<file path="config.mk">
export PLATFORM = sky130hd
export DESIGN_NAME = vectored_priority_interrupt_controller
export DESIGN_NICKNAME = d
export VERILOG_FILES = /design/src/vic_pkg.sv /design/src/vectored_priority_interrupt_controller.sv
export SDC_FILE = /design/constraint.sdc
export NUM_CORES = 1
export LEC_CHECK = 0
export ABC_CLOCK_PERIOD_IN_PS = 7100
export BUFFER_PORTS_ARGS = -buffer_cell sky130_fd_sc_hd__buf_2
export CORE_MARGIN = 2
export CORE_UTILIZATION = 40
export CTS_CLUSTER_DIAMETER = 50
export DETAILED_ROUTE_END_ITERATION = 6
export SETUP_SLACK_MARGIN = 0.5
export SYNTH_ARGS = -nofsm -noshare
export SYNTH_HDL_FRONTEND = slang
export SYNTH_SLANG_ARGS = --single-unit
</file>
<file path="constraint.sdc">
create_clock -name clk -period 7.1 [get_ports clk]
set_input_delay 0.355 -clock clk [delete_from_list [all_inputs] [get_ports clk]]
set_output_delay 0.355 -clock clk [all_outputs]
set_load 0.02 [all_outputs]
</file>
<file path="src/vic_pkg.sv">
// constants and register map of the vectored interrupt controller
package vic_pkg;

    localparam int NFLAG = 10;
    localparam int NPRIO = 11;
    localparam int NSRC = 5;
    localparam int DEPTH_W = 4;
    localparam int EVENT_W = 2;

    localparam logic [15:0] FLAG_OFFSET [NFLAG] = '{
        16'h0800, 16'h0802, 16'h0806, 16'h0808, 16'h080a,
        16'h080c, 16'h080e, 16'h0812, 16'h0814, 16'h0816};
    localparam logic [15:0] ENABLE_OFFSET [NFLAG] = '{
        16'h0820, 16'h0822, 16'h0826, 16'h0828, 16'h082a,
        16'h082c, 16'h082e, 16'h0832, 16'h0834, 16'h0836};
    // implemented bits, shared by flag and enable registers
    localparam logic [15:0] FLAG_MASK [NFLAG] = '{
        16'hbf8f, 16'h201f, 16'h0200, 16'h0202, 16'hc000,
        16'hc081, 16'h003f, 16'h2780, 16'h2000, 16'h000e};
    localparam logic [15:0] FLAG_RESET = 16'h0000;

    localparam logic [15:0] PRIO_OFFSET [NPRIO] = '{
        16'h0840, 16'h0842, 16'h0844, 16'h0846, 16'h0848,
        16'h084a, 16'h084e, 16'h085c, 16'h088c, 16'h0896,
        16'h0898};
    localparam logic [15:0] PRIO_RESET [NPRIO] = '{
        16'h4444, 16'h4000, 16'h4444, 16'h4044, 16'h4444,
        16'h0004, 16'h0040, 16'h0040, 16'h0444, 16'h0040,
        16'h4440};

    localparam logic [15:0] CONTROL_OFFSET = 16'h0880;
    localparam logic [15:0] EVENT_STATUS_OFFSET = 16'h0882;
    localparam logic [15:0] EVENT_MASK_OFFSET = 16'h0884;
    localparam logic [15:0] CONTROL_MASK = 16'hffd0;
    localparam logic [15:0] CONTROL_ERR_MASK = 16'h78d0;
    localparam logic [15:0] CONTROL_RESET = 16'h0000;

    localparam int NEST_BIT = 15;
    localparam int OVA_ERR_BIT = 14;
    localparam int OVB_ERR_BIT = 13;
    localparam int COVA_ERR_BIT = 12;
    localparam int COVB_ERR_BIT = 11;
    localparam int OVA_EN_BIT = 10;
    localparam int OVB_EN_BIT = 9;
    localparam int COV_EN_BIT = 8;
    localparam int SHIFT_ERR_BIT = 7;
    localparam int DIV_ERR_BIT = 6;
    localparam int MATH_ERR_BIT = 4;

    localparam int EV_REQUEST = 0;
    localparam int EV_TRAP = 1;

    // arbitrated sources, listed in rising vector order
    localparam int SRC_FLAG_REG [NSRC] = '{7, 8, 9, 9, 9};
    localparam int SRC_BIT [NSRC] = '{8, 13, 1, 2, 3};
    localparam int SRC_PRIO_REG [NSRC] = '{8, 9, 10, 10, 10};
    localparam int SRC_PRIO_SHIFT [NSRC] = '{0, 4, 4, 8, 12};
    localparam logic [7:0] SRC_VECTOR [NSRC] = '{
        8'ha0, 8'hb5, 8'hb9, 8'hba, 8'hbb};
    localparam logic [7:0] SRC_IRQ [NSRC] = '{
        8'h98, 8'had, 8'hb1, 8'hb2, 8'hb3};
    localparam logic [23:0] SRC_ADDR [NSRC] = '{
        24'h000144, 24'h00016e, 24'h000176, 24'h000178,
        24'h00017a};

endpackage

</file>
<file path="src/vectored_priority_interrupt_controller.sv">
// vectored priority interrupt controller with trap control register
module vectored_priority_interrupt_controller
    import vic_pkg::*;
(
    input wire logic clk,
    input wire logic rst_n,
    input wire logic [15:0] addr,
    input wire logic [15:0] wr_data,
    input wire logic wr_en,
    input wire logic rd_en,
    output logic [15:0] rd_data,
    input wire logic [NFLAG-1:0][15:0] source_events,
    input wire logic [2:0] cpu_level,
    input wire logic irq_ack,
    input wire logic isr_return,
    input wire logic acc_a_overflow,
    input wire logic acc_b_overflow,
    input wire logic acc_a_catastrophic,
    input wire logic acc_b_catastrophic,
    input wire logic shift_error,
    input wire logic divide_error,
    output logic irq_request,
    output logic [7:0] irq_vector,
    output logic [7:0] irq_number,
    output logic [23:0] irq_address,
    output logic [2:0] irq_level,
    output logic trap_request,
    output logic event_irq
);

    typedef struct packed {
        logic [NFLAG-1:0][15:0] flags;
        logic [NFLAG-1:0][15:0] enables;
        logic [NPRIO-1:0][15:0] prio;
        logic [15:0] control;
        logic [DEPTH_W-1:0] depth;
        logic [EVENT_W-1:0] ev_status;
        logic [EVENT_W-1:0] ev_mask;
        logic [15:0] rd_data;
        logic irq_request;
        logic [7:0] irq_vector;
        logic [7:0] irq_number;
        logic [23:0] irq_address;
        logic [2:0] irq_level;
        logic trap_request;
        logic event_irq;
    } state_s;

    state_s st;
    state_s next_st;

    // a field whose reset level is four spans three writable bits
    function automatic logic [15:0] prio_mask(input logic [15:0] rv);
        prio_mask = rv | (rv >> 1) | (rv >> 2);
    endfunction

    function automatic logic [2:0] prio_field(input logic [15:0] r,
                                              input int shift);
        prio_field = r[shift +: 3];
    endfunction

    function automatic logic src_pending(input state_s s,
                                         input int k);
        src_pending = s.flags[SRC_FLAG_REG[k]][SRC_BIT[k]] &&
                      s.enables[SRC_FLAG_REG[k]][SRC_BIT[k]];
    endfunction

    always_comb begin
        logic found;
        logic blocked;
        logic [2:0] best;
        logic [2:0] lvl;
        logic [15:0] rd;
        logic [EVENT_W-1:0] ev;
        logic [EVENT_W-1:0] clr;
        int pick;
        found = 1'b0;
        best = 3'h0;
        lvl = 3'h0;
        rd = 16'h0000;
        ev = '0;
        clr = '0;
        pick = 0;
        blocked = 1'b0;
        next_st = st;

        // flag and enable registers; a hardware set beats a clear
        for (int i = 0; i < NFLAG; i++) begin
            if (wr_en && addr == FLAG_OFFSET[i]) begin
                next_st.flags[i] = wr_data;
            end
            if (wr_en && addr == ENABLE_OFFSET[i]) begin
                next_st.enables[i] = wr_data;
            end
            next_st.flags[i] = (next_st.flags[i] | source_events[i]) &
                               FLAG_MASK[i];
            next_st.enables[i] = next_st.enables[i] &
                                 FLAG_MASK[i];
            if (rd_en && addr == FLAG_OFFSET[i]) begin
                rd = st.flags[i];
            end
            if (rd_en && addr == ENABLE_OFFSET[i]) begin
                rd = st.enables[i];
            end
        end

        for (int p = 0; p < NPRIO; p++) begin
            if (wr_en && addr == PRIO_OFFSET[p]) begin
                next_st.prio[p] = wr_data &
                                  prio_mask(PRIO_RESET[p]);
            end
            if (rd_en && addr == PRIO_OFFSET[p]) begin
                rd = st.prio[p];
            end
        end

        // control register; error flags are set by the core's events
        if (wr_en && addr == CONTROL_OFFSET) begin
            next_st.control = wr_data;
        end
        if (acc_a_overflow && st.control[OVA_EN_BIT]) begin
            next_st.control[OVA_ERR_BIT] = 1'b1;
        end
        if (acc_b_overflow && st.control[OVB_EN_BIT]) begin
            next_st.control[OVB_ERR_BIT] = 1'b1;
        end
        if (acc_a_catastrophic && st.control[COV_EN_BIT]) begin
            next_st.control[COVA_ERR_BIT] = 1'b1;
        end
        if (acc_b_catastrophic && st.control[COV_EN_BIT]) begin
            next_st.control[COVB_ERR_BIT] = 1'b1;
        end
        if (shift_error) begin
            next_st.control[SHIFT_ERR_BIT] = 1'b1;
            next_st.control[MATH_ERR_BIT] = 1'b1;
        end
        if (divide_error) begin
            next_st.control[DIV_ERR_BIT] = 1'b1;
            next_st.control[MATH_ERR_BIT] = 1'b1;
        end
        next_st.control = next_st.control & CONTROL_MASK;
        if (rd_en && addr == CONTROL_OFFSET) begin
            rd = st.control;
        end
        next_st.trap_request = |(next_st.control & CONTROL_ERR_MASK);

        // service depth; saturates rather than wraps
        if (irq_ack && !isr_return && !(&st.depth)) begin
            next_st.depth = st.depth + 1'b1;
        end else if (isr_return && !irq_ack && st.depth != '0) begin
            next_st.depth = st.depth - 1'b1;
        end

        // arbitration; strict compare keeps the lowest vector on a tie
        for (int k = 0; k < NSRC; k++) begin
            lvl = prio_field(st.prio[SRC_PRIO_REG[k]], SRC_PRIO_SHIFT[k]);
            if (src_pending(st, k) && lvl > cpu_level &&
                (!found || lvl > best)) begin
                found = 1'b1;
                best = lvl;
                pick = k;
            end
        end
        blocked = st.control[NEST_BIT] && st.depth != '0;
        next_st.irq_request = found && !blocked;
        next_st.irq_level = found ? best : 3'h0;
        next_st.irq_vector = found ? SRC_VECTOR[pick] : 8'h00;
        next_st.irq_number = found ? SRC_IRQ[pick] : 8'h00;
        next_st.irq_address = found ? SRC_ADDR[pick] : 24'h000000;

        // sticky event status, write one to clear, set wins
        ev[EV_REQUEST] = next_st.irq_request && !st.irq_request;
        ev[EV_TRAP] = next_st.trap_request && !st.trap_request;
        if (wr_en && addr == EVENT_STATUS_OFFSET) begin
            clr = wr_data[EVENT_W-1:0];
        end
        if (wr_en && addr == EVENT_MASK_OFFSET) begin
            next_st.ev_mask = wr_data[EVENT_W-1:0];
        end
        next_st.ev_status = (st.ev_status & ~clr) | ev;
        next_st.event_irq = |(next_st.ev_status & next_st.ev_mask);
        if (rd_en && addr == EVENT_STATUS_OFFSET) begin
            rd = {{(16-EVENT_W){1'b0}}, st.ev_status};
        end
        if (rd_en && addr == EVENT_MASK_OFFSET) begin
            rd = {{(16-EVENT_W){1'b0}}, st.ev_mask};
        end
        // read data stands only in the cycle after the strobe
        next_st.rd_data = rd;

        if (!rst_n) begin
            next_st = '0;
            for (int i = 0; i < NFLAG; i++) begin
                next_st.flags[i] = FLAG_RESET;
                next_st.enables[i] = FLAG_RESET;
            end
            for (int p = 0; p < NPRIO; p++) begin
                next_st.prio[p] = PRIO_RESET[p];
            end
            next_st.control = CONTROL_RESET;
        end
    end

    always_ff @(posedge clk) begin
        st <= next_st;
    end

    assign rd_data = st.rd_data;
    assign irq_request = st.irq_request;
    assign irq_vector = st.irq_vector;
    assign irq_number = st.irq_number;
    assign irq_address = st.irq_address;
    assign irq_level = st.irq_level;
    assign trap_request = st.trap_request;
    assign event_irq = st.event_irq;
endmodule

</file>
### Word level (Yosys, flattened, before mapping)

Memory sizes are Yosys's and may differ from the RTL's. A register that Yosys moved wholly into a read port is not among the register bits.
Index checks and enable logic that the tools add are counted.

* flip-flop bits (word level): 281
* ROM bits: 320
* input bits: 207
* word-level logic and storage cells: 303
* memories: 3

* add/subtract/negate cells: 2
* magnitude comparators: 9
* equal/unequal tests: 34
* muxes and demuxes: 71
* bitwise logic cells: 16
* reductions and logical operators: 118

Memory list
* (name not given): depth 8, width 24, rd ports 1, clocked after memory_dff 1, wr ports 0, RTL line vectored_priority_interrupt_controller.sv:169 `next_st.irq_address = found ? SRC_ADDR[pick] : 24'h000000;`
* (name not given): depth 8, width 8, rd ports 1, clocked after memory_dff 1, wr ports 0, RTL line vectored_priority_interrupt_controller.sv:168 `next_st.irq_number = found ? SRC_IRQ[pick] : 8'h00;`
* (name not given): depth 8, width 8, rd ports 1, clocked after memory_dff 1, wr ports 0, RTL line vectored_priority_interrupt_controller.sv:167 `next_st.irq_vector = found ? SRC_VECTOR[pick] : 8'h00;`

Operators by type and width (number)
* 16-bit 2-to-1 mux: 35
* 16-bit by 12-bit == test with 1-bit output, second input constant: 34
* 32-bit 2-to-1 mux: 3
* 1-bit logical AND: 94
* 16-bit bitwise OR: 3
* 14-bit 2-to-1 mux: 3
* 14-bit bitwise OR: 3
* 32-bit NOT: 1
* 3-bit greater-than comparator: 9
* 10-bit 2-to-1 mux: 2
* 10-bit bitwise OR: 2
* 15-bit 2-to-1 mux: 1
* 3-bit 2-to-1 mux: 5
* 1-bit 2-to-1 mux: 14
* 1-bit logical NOT: 13
* 4-bit 2-to-1 mux: 3
* 2-bit 2-to-1 mux: 4
* 7-bit OR reduction: 1
* 6-bit 2-to-1 mux: 1
* 6-bit bitwise OR: 1
* 4-bit by 1-bit adder with 4-bit output, second input constant: 1
* 2-bit bitwise AND: 2
* 1-bit logical OR: 4
* 4-bit bitwise OR: 1
* other kinds (10): 10

### Logic depth before layout (Yosys ltp)

* word-level depth: 36
* depth in mapped cells: 39
* gate-level depth less buffers: 37

### Least setup slack after synthesis

OpenSTA, ideal clock, no wires.

* kind: input -> register
* from: input port cpu_level[1]
* to: register, netlist name irq_vector[0]
* setup time: 0.132 ns
* data arrival time: 6.633 ns
* required time: 6.968 ns
* slack: 0.335 ns
* cell stages on the path: 37
* path buffers: 2
* cells stage by stage: inv_1 ha_1 nor2b_1 o21a_1 o2111a_1 nand2_1 ha_1 nor2b_1 o21a_1 o21ai_0 o21a_1 a22o_1 inv_1 ha_1 nor2b_1 o21a_1 o21ai_0 a21boi_1 mux2_2 ha_1 inv_1 a21o_1 a21oi_1 a31oi_1 o21a_1 clkbuf_1 mux2_2 ha_1 a21o_1 a21oi_1 a31oi_1 o21ai_1 clkbuf_1 o21ai_0 ha_1 inv_1 a21oi_1

* cells in the longest elaborated chain, start to end: 21
* elaborated cells on any way between the ends: 42

Ends and longest elaborated chain
* start: declaration: RTL line vectored_priority_interrupt_controller.sv:13 `input wire logic [2:0] cpu_level,`
* 3-bit greater-than comparator: RTL line vectored_priority_interrupt_controller.sv:157 `if (src_pending(st, k) && lvl > cpu_level &&`
* 1-bit logical AND: RTL line vectored_priority_interrupt_controller.sv:157
* 3-bit 2-to-1 mux / 1-bit 2-to-1 mux (equally long branches): RTL line vectored_priority_interrupt_controller.sv:157
* 3-bit greater-than comparator / 1-bit logical NOT (equally long branches): RTL line vectored_priority_interrupt_controller.sv:158 `(!found || lvl > best)) begin`
* 1-bit logical OR: RTL line vectored_priority_interrupt_controller.sv:158
* 1-bit logical AND: RTL line vectored_priority_interrupt_controller.sv:157
* 3-bit 2-to-1 mux / 1-bit 2-to-1 mux (equally long branches): RTL line vectored_priority_interrupt_controller.sv:157
* 3-bit greater-than comparator / 1-bit logical NOT (equally long branches): RTL line vectored_priority_interrupt_controller.sv:158
* [5 not listed]
* 1-bit logical AND: RTL line vectored_priority_interrupt_controller.sv:157
* 3-bit 2-to-1 mux / 1-bit 2-to-1 mux (equally long branches): RTL line vectored_priority_interrupt_controller.sv:157
* 3-bit greater-than comparator / 1-bit logical NOT (equally long branches): RTL line vectored_priority_interrupt_controller.sv:158
* 1-bit logical OR: RTL line vectored_priority_interrupt_controller.sv:158
* 1-bit logical AND: RTL line vectored_priority_interrupt_controller.sv:157
* 1-bit 2-to-1 mux: RTL line vectored_priority_interrupt_controller.sv:157
* 2-bit AND reduction (no source line)
* 1-bit logical NOT (no source line)

Parallel ways exist; a longest one is shown, timed or not.
A chain may end at the register's enable or synchronous reset.

### Worst setup path in the final report

* from: register st[215] (netlist bit)
* to: register, netlist name irq_address[2]

* cells in the longest elaborated chain, start to end: 21
* elaborated cells on any way between the ends: 34

Ends and longest elaborated chain
* start: declaration: RTL line vectored_priority_interrupt_controller.sv:49 `state_s st;`
* start signal: assignment: RTL line vectored_priority_interrupt_controller.sv:205 `st <= next_st;`
* 3-bit greater-than comparator: RTL line vectored_priority_interrupt_controller.sv:157
* 1-bit logical AND: RTL line vectored_priority_interrupt_controller.sv:157
* 3-bit 2-to-1 mux / 1-bit 2-to-1 mux (equally long branches): RTL line vectored_priority_interrupt_controller.sv:157
* 3-bit greater-than comparator / 1-bit logical NOT (equally long branches): RTL line vectored_priority_interrupt_controller.sv:158
* 1-bit logical OR: RTL line vectored_priority_interrupt_controller.sv:158
* 1-bit logical AND: RTL line vectored_priority_interrupt_controller.sv:157
* 3-bit 2-to-1 mux / 1-bit 2-to-1 mux (equally long branches): RTL line vectored_priority_interrupt_controller.sv:157
* 3-bit greater-than comparator / 1-bit logical NOT (equally long branches): RTL line vectored_priority_interrupt_controller.sv:158
* [5 not listed]
* 1-bit logical AND: RTL line vectored_priority_interrupt_controller.sv:157
* 3-bit 2-to-1 mux / 1-bit 2-to-1 mux (equally long branches): RTL line vectored_priority_interrupt_controller.sv:157
* 3-bit greater-than comparator / 1-bit logical NOT (equally long branches): RTL line vectored_priority_interrupt_controller.sv:158
* 1-bit logical OR: RTL line vectored_priority_interrupt_controller.sv:158
* 1-bit logical AND: RTL line vectored_priority_interrupt_controller.sv:157
* 1-bit 2-to-1 mux: RTL line vectored_priority_interrupt_controller.sv:157
* 2-bit AND reduction (no source line)
* 1-bit logical NOT (no source line)

Parallel ways exist; a longest one is shown, timed or not.

==> results.py <==
metrics = {
    "outcome": {
        "status": "finished, violations left",
        "violations": "design-rule violations",
    },
    "placed_design": {
        "pre_cts_slack_ns": 0.231,
        "numPortBuffers": 131,
        "place_congestion": 0.953,
        "dp_hpwl_um": 27400,
    },
    "drt": {
        "vias": 10500,
        "routedLengthMet1_um": 17300,
        "antenna_left": 0,
        "top_layer": "met5",
        "drt_iter0_drc": 1217,
        "drc": 3,
        "wirelength_um": 38700,
        "wl_per_cell_um": 21.5,
        "met2_length_um": 16900,
        "viasPerCell": 5.83,
        "dr_wl_met3_um": 3260,
        "dr.pass1.iters": 7,
    },
    "hold_path": {
        "hold_path_startpoint": "source_events[3]",
        "holdPathEnd": "st[425]",
        "hp-class": "input port to register",
        "hold_path_depth": 2,
    },
    "finish": {
        "fillers": 2766,
        "layout_common_cells": "dfxtp_1 (211), nand2_1 (173), buf_2 (130)",
        "diodes": 0,
        "regArea_um2": 4270,
        "area_growth_pct": 15.2,
        "mostFrequentLayoutCell": "dfxtp_1",
        "nets": 1645,
        "layout-drive-gt1-share_pct": 21.0,
        "multi_input_area_um2": 6460,
    },
    "grt": {
        "first_global_vias": 10000,
        "grt_pass1_wl_um": 59400,
        "grt_start_max_net_pins": 117,
        "overflow": 0,
        "antenna_found_initial": 1,
        "grtUsageTotal_pct": 25.0,
    },
    "cts": {
        "clkLatencyLatePin_ns": 0.54,
        "numClockSinks": 213,
        "postCtsHoldBufs": 0,
        "clock-root-buffer": "clkbuf_16",
        "clk_pin_slew_ns": 0.06,
        "h-tree-depth": 1,
        "cts_made_buffers": 27,
        "tritoncts": "yes",
        "cts_buffer_depth": 3,
    },
    "pwr": {
        "swShare_pct": 24.5,
        "clockPowerShare_pct": 49.7,
        "power_density_nw_per_um2": 217,
        "p_seq_share_pct": 43.2,
        "switchingPower_w": 0.000702,
        "power_w": 0.00287,
        "p_int_w": 0.00216,
        "power_leakage_nw": 4.76,
        "pwr-share-comb_pct": 7.1,
        "vdd_drop_max_mv": 0.141,
    },
    "worst_setup_path": {
        "critical_path_class": "register to register",
        "cp_slowest_cell": "mux2_2",
        "r2r_end": "irq_address[2]",
        "critPathCaptureType": "register",
        "max_stage_delay_ns": 0.39,
        "r2r_start": "st[215]",
        "path_max_fanout": 7,
        "cp_common_cell": "o21a_1",
        "rrSetupSlack_ns": 0.88,
        "worstPathArrival_ns": 6.67,
        "worst_ep_required_time_ns": 7.55,
        "startpoint_type": "register",
        "rr_worst_depth": 34,
    },
    "synthesis": {
        "synth_top_area_cell": "dfxtp_1",
        "synthTopCellsByArea": "dfxtp_1 (37%), nand2_1 (5.7%), mux2_2 (4.7%)",
        "synth_edf_count": 0,
        "synth_top_family_by_area": "compound AO/OA/AOI/OAI gates",
        "yosys_register_bits": 213,
        "post-synth-top-area-fraction_pct": 37.3,
        "synth-xor-area-share_pct": 0.383,
        "synth-adder-area-share_pct": 3.57,
        "synth_compound_area_share_pct": 21.7,
        "yosysSeqAreaShare_pct": 37.3,
        "yosys.area_share.simple_pct": 19.8,
        "synthDistinctLibCells": 77,
        "syn_inst": 1340,
        "netlist_area_um2": 11400,
        "yosys_warnings": 0,
        "ys.flop_type": "dfxtp_1",
        "async_flop_share_pct": 0,
        "synth_mux_area_share_pct": 9.36,
        "avgSynthCellArea_um2": 8.54,
    },
    "floorplan": {
        "initial_utilization_pct": 40.9,
        "io_pins": 269,
        "rows": 61,
        "die_x_um": 173,
        "die_area_um2": 30000,
        "die_height_um": 173,
        "core-area_um2": 27900,
    },
    "sta": {
        "finalHoldViolCount": 0,
        "worst_pin_slew_ns": 1.20,
        "fin_skew_ns": 0.0171,
        "slew_violations": 0,
        "finalSetupViolations": 0,
        "post-route-period-util_pct": 87.7,
        "fmax_ghz": 0.161,
        "fin_setup_tns_ns": 0,
        "holdWs_ns": 0.0192,
        "grt_setup_unrepaired": "false",
        "period_minus_slack_ns": 6.22,
        "setup_slack_ns": 0.876,
        "slew_headroom_pct": 19.6,
    },
    "job": {
        "maxCapViolCount": 0,
    },
}
==> layer usage <==
layer	vias up	GRT usage (%)
met1	5074	35.3
met2	493	38.8
met5	-	0
li1	4865	-
met3	78	4.42
met4	2	7.73
==> critical path: cells and delay by family, from the launching register on <==
| family | cells | cell delay [ns] |
|---|---|---|
| buffers and inverters | 3 | 0.29 |
| and+or+nand+nor | 6 | 0.73 |
| DFF | 1 | 0.37 |
| AOI/OAI and AO/OA | 17 | 2.52 |
| muxes | 2 | 0.73 |
| adders and majority gates | 6 | 1.50 |
==> synth_stat cells (4+ instances only) <==
cell type / instances
nand3b_1: 4
mux2_2: 48
o221ai_1: 4
nor3_1: 20
a22oi_1: 20
nand4_1: 7
o211ai_1: 5
dfxtp_1: 213
a21boi_0: 70
or3_1: 6
o2111ai_1: 4
o22ai_1: 8
a221o_1: 4
ha_1: 31
a22o_1: 8
o21ai_0: 77
nor4_1: 6
nand2_1: 173
nor3b_1: 5
clkbuf_1: 73
nand3_1: 55
inv_1: 24
o21ai_1: 5
a221oi_1: 16
and2_1: 8
a31oi_1: 8
a222oi_1: 7
nor2b_1: 48
a21o_1: 5
nand2b_1: 6
a21oi_1: 43
mux2i_1: 53
a211oi_1: 8
o21a_1: 49
buf_2: 14
xnor2_1: 4
buf_4: 60
nor2_1: 77
==> area by class of cell <==
| cell class | instances | share of cell area, % |
|---|---|---|
| Inverter | 24 | 0.684 |
| Timing Repair Buffer | 169 | 7.22 |
| Clock buffer | 34 | 5.71 |
| Tap cell | 378 | 3.59 |
| Multi-Input combinational cell | 971 | 49.1 |
| Clock inverter | 15 | 1.35 |
| Sequential cell | 213 | 32.4 |
==> state kept, by name, indices dropped and copies added (netlist names) <==
name          flops
st              181
rd_data          16
irq_vector        5
irq_level         3
irq_number        3
irq_address       2
event_irq         1
irq_request       1
trap_request      1
==> cells by family after synthesis <==
family                     after synthesis
AOI/OAI and AO/OA                      362
and+or+nand+nor                        452
buffers and inverters                  174
other                                    1
DFF                                    213
muxes                                  101
xor gates and xnor gates                 5
adders and majority gates               32
==> metrics by stage <==
step	utilization (%)	instances	cell area [um2]
CTS	46.5	1792	13000
floorplan	-	1358	11500
global route	47.2	1804	13200
detailed placement	43.1	1741	12000
global placement	43.1	1741	12000
finish	47.2	1804	13200
==> power groups by stage <==
stage	combinational, W	sequential, W	clock [W]
finish	0.000202	0.00124	0.00142
global route	0.000219	0.00124	0.00149
floorplan	0.000136	0.00126	0
detailed placement	0.000199	0.00126	0
CTS	0.000199	0.00124	0.00144
global placement	0.000196	0.00126	0
==> what timing repair did <==
item                       CTS  global route
buffers inserted             2            12
setup endpoints to repair    3            12
gates cloned                 0             0
pin swaps                    1             8
gates resized for setup      3            23
==> worst max-delay path by stage <==
stage,from,end
global placement,cpu_level[1],irq_vector[0]
floorplan,cpu_level[1],irq_vector[0]
global route,st[215],irq_vector[0]
detailed placement,cpu_level[1],irq_vector[0]
CTS,st[214],irq_address[2]
finish,st[215],irq_address[2]
(Power assumes the default switching activity.)
